===== config.mk =====
export PLATFORM = sky130hd
export DESIGN_NAME = wocw_top
export DESIGN_NICKNAME = d
export VERILOG_FILES = /design/src/design/wocw_pkg.sv /design/src/design/wocw_top.sv
export SDC_FILE = /design/constraint.sdc
export NUM_CORES = 1
export LEC_CHECK = 0
export BUFFER_PORTS_ARGS = -buffer_cell sky130_fd_sc_hd__buf_2
export CORE_MARGIN = 1.5
export CORE_UTILIZATION = 35
export DETAILED_ROUTE_END_ITERATION = 8
export PLACE_DENSITY = 0.55
export SETUP_SLACK_MARGIN = 0.1
export SLEW_MARGIN = 20
export SYNTH_ARGS = -nofsm -noshare
export SYNTH_HDL_FRONTEND = slang
export SYNTH_SLANG_ARGS = --single-unit

===== constraint.sdc =====
create_clock -name sys_clk -period 6 [get_ports sys_clk]
set_input_delay 0 -clock sys_clk [delete_from_list [all_inputs] [get_ports sys_clk]]
set_output_delay 0 -clock sys_clk [all_outputs]
set_load 0.03 [all_outputs]

===== src/design/wocw_pkg.sv =====
// Constants, field layouts and carriers for the write-once option bank
// and watchdog. Assumes one system clock and a crystal tick enable.
package wocw_pkg;

  localparam logic [15:0] OFS_OPT_TWO  = 16'h001E;
  localparam logic [15:0] OFS_OPT_ONE  = 16'h001F;
  localparam logic [15:0] OFS_WDOG_SVC = 16'hFFFF;

  // Baud source defaults to the bus clock
  localparam logic [7:0] OPT_TWO_RST = 8'h01;
  localparam logic [7:0] OPT_ONE_RST = 8'h00;

  localparam int WDOG_PRE_W    = 12;
  localparam int WDOG_CNT_W    = 6;
  localparam int SVC_KEEP_LSB  = 4;
  localparam int WDOG_PULL_CYC = 32;
  localparam int SHORT_REC_CYC = 32;
  localparam int LONG_REC_CYC  = 4096;
  localparam int POR_CLR_CYC   = 4096;
  localparam int REC_W         = 13;
  localparam int PULL_W        = 6;

  typedef struct packed {
    logic [3:0] unused;
    logic       can_enable;
    logic       timebase_extra_divider;
    logic       osc_run_in_stop;
    logic       serial_baud_source;
  } wocw_opt_two_t;

  typedef struct packed {
    logic watchdog_rate_select;
    logic voltmon_in_stop;
    logic voltmon_reset_disable;
    logic voltmon_power_disable;
    logic voltmon_supply_mode;
    logic short_stop_recovery;
    logic stop_enable;
    logic watchdog_disable;
  } wocw_opt_one_t;

  typedef struct packed {
    logic [15:0] addr;
    logic [7:0]  wdata;
    logic        wr;
    logic        rd;
  } wocw_bus_t;

  typedef enum logic [1:0] {
    WOCW_RUN,
    WOCW_STOP,
    WOCW_REC
  } wocw_state_t;

endpackage


===== src/design/wocw_top.sv =====
// Write-once option registers, stop-mode sequencing and watchdog.
// Assumes rst is power-on reset, other_rst any later internal reset,
// and xtal_tick a one-cycle crystal clock enable on sys_clk.
//
// Contract
// [RQ1] Each option register takes one write per reset; reads always allowed.
// [RQ2] Reset clears option bits except power-on-only ones; here reset sets serial_baud_source to 1 instead.
// [RQ3] Supply-mode bit writable once per power-on; other resets keep it.
// [RQ4] CAN enable cleared only at power-on; set hands module two pins.
// [RQ5] Timebase extra divide-by-128 inserted while its select bit set.
// [RQ6] Oscillator runs in stop only when its bit is set.
// [RQ7] Baud clock from bus clock when bit is 1, oscillator when 0.
// [RQ8] Watchdog timeout 2^13-16 with rate bit 1, 2^18-16 with 0.
// [RQ9] Monitor runs in stop only with stop bit set, power not disabled.
// [RQ10] Monitor resets blocked by reset-disable; power removed by power-disable.
// [RQ11] Supply-mode bit picks 5 V trip points at 1, 3 V at 0.
// [RQ12] Stop recovery 32 crystal cycles when short bit set, else 4096.
// [RQ13] Leaving stop through a monitor reset always uses long recovery.
// [RQ14] Software should not pick short recovery with oscillator off in stop.
// [RQ15] Stop instruction runs when enabled, else it is an illegal opcode.
// [RQ16] Watchdog disabled entirely while its disable bit is 1.
// [RQ17] Watchdog is 6-bit counter on 12-bit crystal prescaler; overflow resets.
// [RQ18] Any write to service address clears counter and prescaler stages 12-5.
// [RQ19] Reads of service address return reset vector low byte.
// [RQ20] Overflow pulls reset pin low 32 crystal cycles, flags watchdog cause.
// [RQ21] Watchdog held off by test voltage in monitor mode or break.
// [RQ22] Stop clears whole prescaler; prescaler cleared 4096 cycles after power-up.
// [RQ23] Internal reset clears watchdog prescaler and counter.
// [RQ24] Reset vector fetch clears watchdog prescaler.
// [RQ25] Per-register written-once flags gate writes; supply flag clears at power-on only.
//
// Decided for this implementation: the plain strobed port.
`timescale 1ns/1ps

module wocw_top
  import wocw_pkg::*;
#(
  parameter int PRE_W     = WDOG_PRE_W,
  parameter int CNT_W     = WDOG_CNT_W,
  parameter int SHORT_REC = SHORT_REC_CYC,
  parameter int LONG_REC  = LONG_REC_CYC
) (
  input  wire logic          sys_clk,
  input  wire logic          rst,
  input  wire logic          clk_en,
  input  wire logic          other_rst,
  input  wire wocw_bus_t     bus_i,
  output      logic [7:0]    rd_data_o,
  input  wire logic          xtal_tick,
  input  wire logic [7:0]    reset_vec_lo,
  input  wire logic          vec_fetch,
  input  wire logic          stop_instr,
  input  wire logic          wake_req,
  input  wire logic          voltmon_trip,
  input  wire logic          monitor_mode,
  input  wire logic          break_state,
  input  wire logic          tst_on_rst,
  input  wire logic          tst_on_irq,
  output wocw_opt_one_t      opt_one_o,
  output wocw_opt_two_t      opt_two_o,
  output      logic          stop_exec_o,
  output      logic          illegal_op_o,
  output      logic          stop_mode_o,
  output      logic          resume_o,
  output      logic          osc_enable_o,
  output      logic          voltmon_power_o,
  output      logic          voltmon_reset_o,
  output      logic          rst_pin_o,
  output      logic          rst_pin_oe_n,
  output      logic          wdog_cause_o
);

  function automatic logic hit(input logic [15:0] a, input logic [15:0] ofs);
    hit = (a == ofs);
  endfunction

  wocw_opt_one_t     opt_one_q;
  wocw_opt_two_t     opt_two_q;
  logic              one_done_q;
  logic              two_done_q;
  logic              sup_done_q;
  logic [7:0]        rd_data_q;
  wocw_state_t       state_q;
  wocw_state_t       state_d;
  logic [REC_W-1:0]  rec_q;
  logic [REC_W-1:0]  rec_d;
  logic              stop_mode_q;
  logic              resume_q;
  logic              stop_exec_q;
  logic              illegal_q;
  logic              osc_en_q;
  logic              vm_pwr_q;
  logic              vm_rst_q;
  logic [PRE_W-1:0]  pre_q;
  logic [CNT_W-1:0]  cnt_q;
  logic [REC_W-1:0]  por_q;
  logic [PULL_W-1:0] pull_q;
  logic [PULL_W-1:0] pull_d;
  logic              oe_n_q;
  logic              cause_q;
  logic [1:0]        pin_raw;
  logic [1:0]        pin_lvl;
  logic              wr_one;
  logic              wr_two;
  logic              svc;
  logic              stop_go;
  logic              lvi_req;
  logic              hold;
  logic              wd_tick;
  logic              pre_wrap;
  logic              wd_ovf;
  logic              por_clr;

  assign wr_one = bus_i.wr && hit(bus_i.addr, OFS_OPT_ONE);
  assign wr_two = bus_i.wr && hit(bus_i.addr, OFS_OPT_TWO);
  assign svc    = bus_i.wr && hit(bus_i.addr, OFS_WDOG_SVC);

  // Test-voltage detectors are analog pins, so filter them
  assign pin_raw = {tst_on_irq, tst_on_rst};
  for (genvar g = 0; g < 2; g++) begin : g_sync
    logic [2:0] s_q;
    logic       lvl_q;
    always_ff @(posedge sys_clk or posedge rst) begin
      if (rst) begin
        s_q   <= 3'h0;
        lvl_q <= 1'b0;
      end else if (clk_en) begin
        s_q <= {s_q[1:0], pin_raw[g]};
        if (s_q[1] == s_q[2]) begin
          lvl_q <= s_q[2];
        end
      end
    end
    assign pin_lvl[g] = lvl_q;
  end

  // Option register one with its own once flag
  always_ff @(posedge sys_clk or posedge rst) begin
    if (rst) begin
      opt_one_q  <= wocw_opt_one_t'(OPT_ONE_RST);
      one_done_q <= 1'b0;
      sup_done_q <= 1'b0;
    end else if (clk_en) begin
      if (other_rst) begin
        opt_one_q                     <= wocw_opt_one_t'(OPT_ONE_RST); // RQ2 RQ8 RQ9
        opt_one_q.voltmon_supply_mode <= opt_one_q.voltmon_supply_mode; // RQ3
        one_done_q                    <= 1'b0; // RQ25
      end else if (wr_one && !one_done_q) begin
        opt_one_q  <= wocw_opt_one_t'(bus_i.wdata); // RQ1
        one_done_q <= 1'b1; // RQ25
        sup_done_q <= 1'b1; // RQ3
        if (sup_done_q) begin
          opt_one_q.voltmon_supply_mode <= opt_one_q.voltmon_supply_mode; // RQ3 RQ11
        end
      end
    end
  end

  // Option register two; CAN enable survives internal resets
  always_ff @(posedge sys_clk or posedge rst) begin
    if (rst) begin
      opt_two_q  <= wocw_opt_two_t'(OPT_TWO_RST);
      two_done_q <= 1'b0;
    end else if (clk_en) begin
      if (other_rst) begin
        opt_two_q            <= wocw_opt_two_t'(OPT_TWO_RST); // RQ2 RQ7
        opt_two_q.can_enable <= opt_two_q.can_enable; // RQ4
        two_done_q           <= 1'b0; // RQ25
      end else if (wr_two && !two_done_q) begin
        opt_two_q        <= wocw_opt_two_t'(bus_i.wdata); // RQ1 RQ4 RQ5 RQ7
        opt_two_q.unused <= 4'h0;
        two_done_q       <= 1'b1; // RQ25
      end
    end
  end

  // Read data stands for one cycle only
  always_ff @(posedge sys_clk or posedge rst) begin
    if (rst) begin
      rd_data_q <= 8'h00;
    end else if (clk_en) begin
      rd_data_q <= 8'h00;
      if (bus_i.rd) begin
        if (hit(bus_i.addr, OFS_OPT_ONE)) begin
          rd_data_q <= opt_one_q; // RQ1
        end else if (hit(bus_i.addr, OFS_OPT_TWO)) begin
          rd_data_q <= opt_two_q; // RQ1
        end else if (hit(bus_i.addr, OFS_WDOG_SVC)) begin
          rd_data_q <= reset_vec_lo; // RQ19
        end
      end
    end
  end

  assign stop_go = stop_instr && opt_one_q.stop_enable && (state_q == WOCW_RUN); // RQ15
  assign lvi_req = voltmon_trip && !opt_one_q.voltmon_reset_disable
                   && !opt_one_q.voltmon_power_disable; // RQ10

  always_comb begin
    state_d = state_q;
    rec_d   = rec_q;
    unique case (state_q)
      WOCW_RUN: begin
        if (stop_go) begin
          state_d = WOCW_STOP;
        end
      end
      WOCW_STOP: begin
        if (lvi_req) begin
          state_d = WOCW_REC;
          rec_d   = REC_W'(LONG_REC); // RQ13
        end else if (wake_req) begin
          state_d = WOCW_REC;
          rec_d   = opt_one_q.short_stop_recovery ? REC_W'(SHORT_REC) : REC_W'(LONG_REC); // RQ12
        end
      end
      WOCW_REC: begin
        if (xtal_tick) begin
          rec_d = rec_q - REC_W'(1);
          if (rec_q == REC_W'(1)) begin
            state_d = WOCW_RUN; // RQ12
          end
        end
      end
    endcase
  end

  always_ff @(posedge sys_clk or posedge rst) begin
    if (rst) begin
      state_q     <= WOCW_RUN;
      rec_q       <= '0;
      stop_mode_q <= 1'b0;
      resume_q    <= 1'b0;
      stop_exec_q <= 1'b0;
      illegal_q   <= 1'b0;
    end else if (clk_en) begin
      state_q     <= state_d;
      rec_q       <= rec_d;
      stop_mode_q <= (state_d != WOCW_RUN);
      resume_q    <= (state_q == WOCW_REC) && (state_d == WOCW_RUN);
      stop_exec_q <= stop_go; // RQ15
      illegal_q   <= stop_instr && !opt_one_q.stop_enable; // RQ15
    end
  end

  // Oscillator and monitor power follow the next stop state; monitor reset follows lvi_req
  always_ff @(posedge sys_clk or posedge rst) begin
    if (rst) begin
      osc_en_q <= 1'b1;
      vm_pwr_q <= 1'b1;
      vm_rst_q <= 1'b0;
    end else if (clk_en) begin
      osc_en_q <= (state_d == WOCW_RUN) || opt_two_q.osc_run_in_stop; // RQ6
      vm_pwr_q <= !opt_one_q.voltmon_power_disable
                  && ((state_d == WOCW_RUN) || opt_one_q.voltmon_in_stop); // RQ9 RQ10
      vm_rst_q <= lvi_req; // RQ10
    end
  end

  // Watchdog has no crystal clock in stop
  assign hold     = (monitor_mode && (pin_lvl[0] || pin_lvl[1]))
                    || (break_state && pin_lvl[0]); // RQ21
  assign wd_tick  = xtal_tick && !opt_one_q.watchdog_disable && !hold
                    && (state_q == WOCW_RUN); // RQ16 RQ21
  assign pre_wrap = wd_tick && (&pre_q); // RQ17
  // Service in the overflow cycle wins, so a late service still saves the part
  assign wd_ovf   = pre_wrap && !svc && !other_rst
                    && (opt_one_q.watchdog_rate_select ? cnt_q[0] : (&cnt_q)); // RQ8 RQ17
  assign por_clr  = xtal_tick && (por_q == REC_W'(POR_CLR_CYC - 1)); // RQ22

  always_ff @(posedge sys_clk or posedge rst) begin
    if (rst) begin
      por_q <= '0;
    end else if (clk_en) begin
      if (xtal_tick && (por_q != REC_W'(POR_CLR_CYC))) begin
        por_q <= por_q + REC_W'(1);
      end
    end
  end

  always_ff @(posedge sys_clk or posedge rst) begin
    if (rst) begin
      pre_q <= '0;
    end else if (clk_en) begin
      if (other_rst || stop_go || vec_fetch || por_clr) begin
        pre_q <= '0; // RQ22 RQ23 RQ24
      end else if (svc) begin
        pre_q[PRE_W-1:SVC_KEEP_LSB] <= '0; // RQ18
      end else if (wd_tick) begin
        pre_q <= pre_q + PRE_W'(1); // RQ17
      end
    end
  end

  always_ff @(posedge sys_clk or posedge rst) begin
    if (rst) begin
      cnt_q <= '0;
    end else if (clk_en) begin
      if (other_rst || svc || wd_ovf) begin
        cnt_q <= '0; // RQ18 RQ23
      end else if (pre_wrap) begin
        cnt_q <= cnt_q + CNT_W'(1); // RQ17
      end
    end
  end

  always_comb begin
    pull_d = pull_q;
    if (wd_ovf) begin
      pull_d = PULL_W'(WDOG_PULL_CYC); // RQ20
    end else if (xtal_tick && (pull_q != '0)) begin
      pull_d = pull_q - PULL_W'(1);
    end
  end

  // Pin pull is not cut short by the reset it causes
  always_ff @(posedge sys_clk or posedge rst) begin
    if (rst) begin
      pull_q  <= '0;
      oe_n_q  <= 1'b1;
      cause_q <= 1'b0;
    end else if (clk_en) begin
      pull_q  <= pull_d;
      oe_n_q  <= (pull_d == '0); // RQ20
      cause_q <= wd_ovf; // RQ20
    end
  end

  assign rd_data_o       = rd_data_q;
  assign opt_one_o       = opt_one_q;
  assign opt_two_o       = opt_two_q;
  assign stop_exec_o     = stop_exec_q;
  assign illegal_op_o    = illegal_q;
  assign stop_mode_o     = stop_mode_q;
  assign resume_o        = resume_q;
  assign osc_enable_o    = osc_en_q;
  assign voltmon_power_o = vm_pwr_q;
  assign voltmon_reset_o = vm_rst_q;
  assign rst_pin_o       = oe_n_q;
  assign rst_pin_oe_n    = oe_n_q;
  assign wdog_cause_o    = cause_q;
endmodule // wocw_top


==> results.md <==
- Post-cts resize count: 0
- CTS tree: yes
- ANT cells: 0
- Clock insertion delay at the later pin of the skew report: roughly 0.34 ns
- Worst reg2reg path endpoint: pre_q[4]
- Share of total power in sequential cells: about 45%
- Outcome: finished, final reports clean
- Fraction of layout cells with a size suffix above 1: 20.1%
- Worst hold slack across all endpoints: 0.0327 ns
- Number of warnings printed during yosys synthesis: 0
- Clk_skew: 0.00769 ns
- Post-cts hold buffer count: 20
- Most common flop cell mapped by yosys: sky130_fd_sc_hd__dfrtp_1
- Clock-pin slew on the worst setup and hold paths: 0.07 ns
- Clk sinks: 92
- Data arrival time of the critical path: 2.77 ns
- Max-capacitance violation count: 0
- Logic gate share of total power: 19.8%
- PD cells: between 300 and 400 nW/um^2
- Max Fanout on Critical Path: 10
- Grt met2 use: ~28%
- Number of iterations in the first detailed-routing pass: 4
- Total global-route track usage: 18.0%
- Sort of element at the start of the critical path: register
- Combined area of all synthesized cells: 4860 sq um
- Final critical delay including setup and external delays: 2.53 ns
- Placeable Area: roughly 13000 sq um
- Ys async rst share: 100%
- Vias in the first global route: 4157
- Maximum vdd drop: 0.151 mV
- Clk network pwr share: a little over a third
- Number of cells produced by synthesis: 501
- Setup repair bufs after CTS: 0
- Maximum clock path buffer count: 2
- Starting density of the core: 36.3%
- Antenna viol nets, final: 0
- Unrepaired setup endpoints after global routing: false
- Placed cell count: 738
- Share of synthesized area occupied by flip-flops and latches: 47.4%
- Weighted congestion reported at the end of routability-driven placement: 0.832
- Met1 Track Usage GR: 25.6%
- Number of enable flip-flop cells after synthesis: 0
- Buffer type at the clock tree root: sky130_fd_sc_hd__clkbuf_16
- Netlist cell types: 66
- Number of max-slew violations in the final report: 0
- Half-perimeter wire length of the detailed placement result: 8590 um
- Crit. Startpoint: state_q[0]
- Clock buffer count from CTS: 9
- Most crowded layer after global routing: met2
- Depth of the worst register-to-register path: 7
- Final std cells w/o fill: slightly below 800
- Post-route fraction of the period consumed by the critical path: 42.2%
- Count of cells along the worst hold path: 4
- DRC errors left: 0
- Largest net degree at the start of global routing: 64
- Routed wire length: 12300 um
- GR met3 Demand/Resource: 3.24%
- Number of I/O port buffers: 76
- Summed negative setup slack over all endpoints: 0 ns
- Detailed-route wire length per cell: between 15 and 20 um
- Flop2flop setup slack: around 3.5 ns
- Endpoint class of the critical path: register
- Worst-margin pin slew: around 0.92 ns
- Global route overflow: 0
- Final cell utilization of the core: 44.2%
- Initial antenna violation count: 0
- Leakage: approximately 2.7 nW
- Setup violations, final: 0
- Number of hold-slack violations in the final timing report: 0
- Avg Inst Size Synth: 9.71 sq um
- Layout overhead on the synthesized area: 21.9%
- Data required time at the worst endpoint: 6.24 ns
- Internal portion of total power: 1.28 mW
- First-pass GRT wire length: approximately 21000 um
- Mean number of vias per cell: 5.41
- IO Pins: 81
- Die Outline Area: 14600 sq um
- Cell row count: 42
- Die Y-Extent: between 100 and 150 um
- Reg-to-reg startpoint: state_q[0]
- Worst max-slew margin expressed relative to the limit: 38.4%
- Register bit count reported by yosys: approximately 90
- Hold worst-path end: rd_data_o[0]
- Via Count: between 4000 and 5000
- Count of H-tree levels built during CTS: 3
- Setup WS post-layout: 3.47 ns
- Horiz. Die Dim: 121 um
- Worst hold path type: in -> reg
- Number of nets in the finished design: 651
- Critical path type: reg -> reg
- Hold wc startpoint: reset_vec_lo[0]
- Pre-CTS worst setup slack: around 3.5 ns
- P_sw: 0.546 mW
- Switching Share: 29.9%
- Achievable Freq: 0.395 GHz
- Initial detailed-routing violation count: 282
==> Yosys cell counts (3+ instances only) <==
library cell | number | area share [%]
sky130_fd_sc_hd__mux2i_1 | 7 | 1.4
sky130_fd_sc_hd__inv_1 | 24 | 1.9
sky130_fd_sc_hd__o2bb2ai_1 | 11 | 2.0
sky130_fd_sc_hd__buf_2 | 3 | 0.31
sky130_fd_sc_hd__o31ai_1 | 11 | 1.7
sky130_fd_sc_hd__nor2b_1 | 6 | 0.77
sky130_fd_sc_hd__a22o_1 | 12 | 2.2
sky130_fd_sc_hd__dfstp_2 | 4 | 2.2
sky130_fd_sc_hd__and4_1 | 5 | 0.90
sky130_fd_sc_hd__nor4b_1 | 3 | 0.54
sky130_fd_sc_hd__nor3b_1 | 4 | 0.62
sky130_fd_sc_hd__ha_1 | 11 | 2.8
sky130_fd_sc_hd__xnor2_1 | 9 | 1.6
sky130_fd_sc_hd__o211ai_1 | 5 | 0.77
sky130_fd_sc_hd__xor2_1 | 6 | 1.1
sky130_fd_sc_hd__and3_1 | 6 | 0.77
sky130_fd_sc_hd__dfrtp_1 | 88 | 45
sky130_fd_sc_hd__nand2b_1 | 8 | 1.0
sky130_fd_sc_hd__clkbuf_1 | 10 | 0.77
sky130_fd_sc_hd__buf_4 | 5 | 0.77
sky130_fd_sc_hd__a21oi_1 | 25 | 2.6
sky130_fd_sc_hd__a22oi_1 | 5 | 0.77
sky130_fd_sc_hd__a211oi_1 | 4 | 0.62
sky130_fd_sc_hd__a31oi_1 | 6 | 0.77
sky130_fd_sc_hd__mux2_2 | 10 | 2.3
sky130_fd_sc_hd__o21ai_0 | 31 | 3.2
sky130_fd_sc_hd__nor4_1 | 11 | 1.4
sky130_fd_sc_hd__or2_2 | 3 | 0.39
sky130_fd_sc_hd__and2_1 | 4 | 0.51
sky130_fd_sc_hd__nor2_1 | 37 | 2.9
sky130_fd_sc_hd__o21a_1 | 3 | 0.46
sky130_fd_sc_hd__nand4_1 | 15 | 1.9
sky130_fd_sc_hd__nand3_1 | 20 | 2.1
sky130_fd_sc_hd__nand2_1 | 39 | 3.0
sky130_fd_sc_hd__nor3_1 | 8 | 0.82
sky130_fd_sc_hd__a31o_2 | 3 | 0.54
==> per-layer routing <==
metal / vias up / wire length [um]
li1: 2031 / -
met3: 12 / 485
met4: 0 / 170
met5: - / 0
met2: 109 / 5470
met1: 2032 / 6130
==> power groups by stage <==
stage | combinational [mW] | clock [mW] | sequential [mW]
after floorplan | 0.272 | 0 | 0.807
after global placement | 0.344 | 0 | 0.823
after detailed placement | 0.351 | 0 | 0.825
after CTS | 0.363 | 0.659 | 0.815
after global routing | 0.420 | 0.687 | 0.835
final | 0.361 | 0.645 | 0.818
==> cell usage in the layout, fill, tap and decap left out, types with 3 or more instances in the layout <==
master	instances
sky130_fd_sc_hd__a211oi_1	4
sky130_fd_sc_hd__a21oi_1	25
sky130_fd_sc_hd__a22o_1	12
sky130_fd_sc_hd__a22oi_1	5
sky130_fd_sc_hd__a31o_2	3
sky130_fd_sc_hd__a31oi_1	6
sky130_fd_sc_hd__and2_1	4
sky130_fd_sc_hd__and3_1	6
sky130_fd_sc_hd__and4_1	5
sky130_fd_sc_hd__buf_2	76
sky130_fd_sc_hd__buf_4	3
sky130_fd_sc_hd__bufinv_16	3
sky130_fd_sc_hd__clkbuf_16	9
sky130_fd_sc_hd__conb_1	4
sky130_fd_sc_hd__dfrtp_1	88
sky130_fd_sc_hd__dfstp_2	4
sky130_fd_sc_hd__dlygate4sd3_1	20
sky130_fd_sc_hd__ha_1	11
sky130_fd_sc_hd__inv_1	23
sky130_fd_sc_hd__mux2_2	10
sky130_fd_sc_hd__mux2i_1	7
sky130_fd_sc_hd__nand2_1	39
sky130_fd_sc_hd__nand2b_1	8
sky130_fd_sc_hd__nand3_1	20
sky130_fd_sc_hd__nand4_1	15
sky130_fd_sc_hd__nor2_1	37
sky130_fd_sc_hd__nor2b_1	6
sky130_fd_sc_hd__nor3_1	8
sky130_fd_sc_hd__nor3b_1	4
sky130_fd_sc_hd__nor4_1	11
sky130_fd_sc_hd__nor4b_1	3
sky130_fd_sc_hd__o211ai_1	5
sky130_fd_sc_hd__o21a_1	3
sky130_fd_sc_hd__o21ai_0	31
sky130_fd_sc_hd__o2bb2ai_1	11
sky130_fd_sc_hd__o31ai_1	11
sky130_fd_sc_hd__or2_2	3
sky130_fd_sc_hd__xnor2_1	9
sky130_fd_sc_hd__xor2_1	6
==> how the worst max path moves through the flow <==
stage | end
final | pre_q[4]
after global routing | pre_q[4]
after CTS | pre_q[4]
after detailed placement | pre_q[4]
after global placement | pre_q[4]
after floorplan | cnt_q[0]
==> area by class of cell <==
| class | count | area (sq um) |
|---|---|---|
| clock buffers | 11 | 233 |
| clock inverters | 4 | 98.8 |
| fillers | 1337 | 7470 |
| inverters | 25 | 95.1 |
| multi-input cells | 366 | 2370 |
| flip-flops and latches | 92 | 2310 |
| well taps | 176 | 220 |
| repair buffers | 99 | 603 |
==> cells by family after synthesis <==
kind of cell | synth area share, %
AO/OA/AOI/OAI | 19.6
XOR/XNOR | 2.70
adder cells (fa/ha/maj) | 2.83
buffers and inverters | 4.04
flip-flops | 47.4
multiplexers | 3.76
other | 0.0771
AND/OR/NAND/NOR | 19.6
==> sequential cells by signal (all words and copies together), names as in the netlist, 2 cells and up <==
signal / flops
rd_data_o: 8
state_q: 2
g_sync.s_q: 6
rec_q: 13
pull_q: 6
opt_one_o: 8
cnt_q: 6
por_q: 13
opt_two_o: 4
pre_q: 12
g_sync.lvl_q: 2
==> per-stage QoR <==
stage | instance area (sq um) | total power, mW
floorplan | 4880 | 1.08
global placement | 5400 | 1.17
detailed placement | 5400 | 1.18
CTS | 5930 | 1.84
global route | 5930 | 1.94
finish | 5930 | 1.82
==> critical path, cell delays in order (launching register included) <==
cell,delay (ns)
sky130_fd_sc_hd__dfrtp_1,0.41
sky130_fd_sc_hd__inv_1,0.11
sky130_fd_sc_hd__ha_1,0.24
sky130_fd_sc_hd__and3_1,0.25
sky130_fd_sc_hd__or3_1,0.35
sky130_fd_sc_hd__a211oi_2,0.56
sky130_fd_sc_hd__nand2_1,0.23
sky130_fd_sc_hd__o311ai_1,0.30
(Power assumes the default switching activity.)
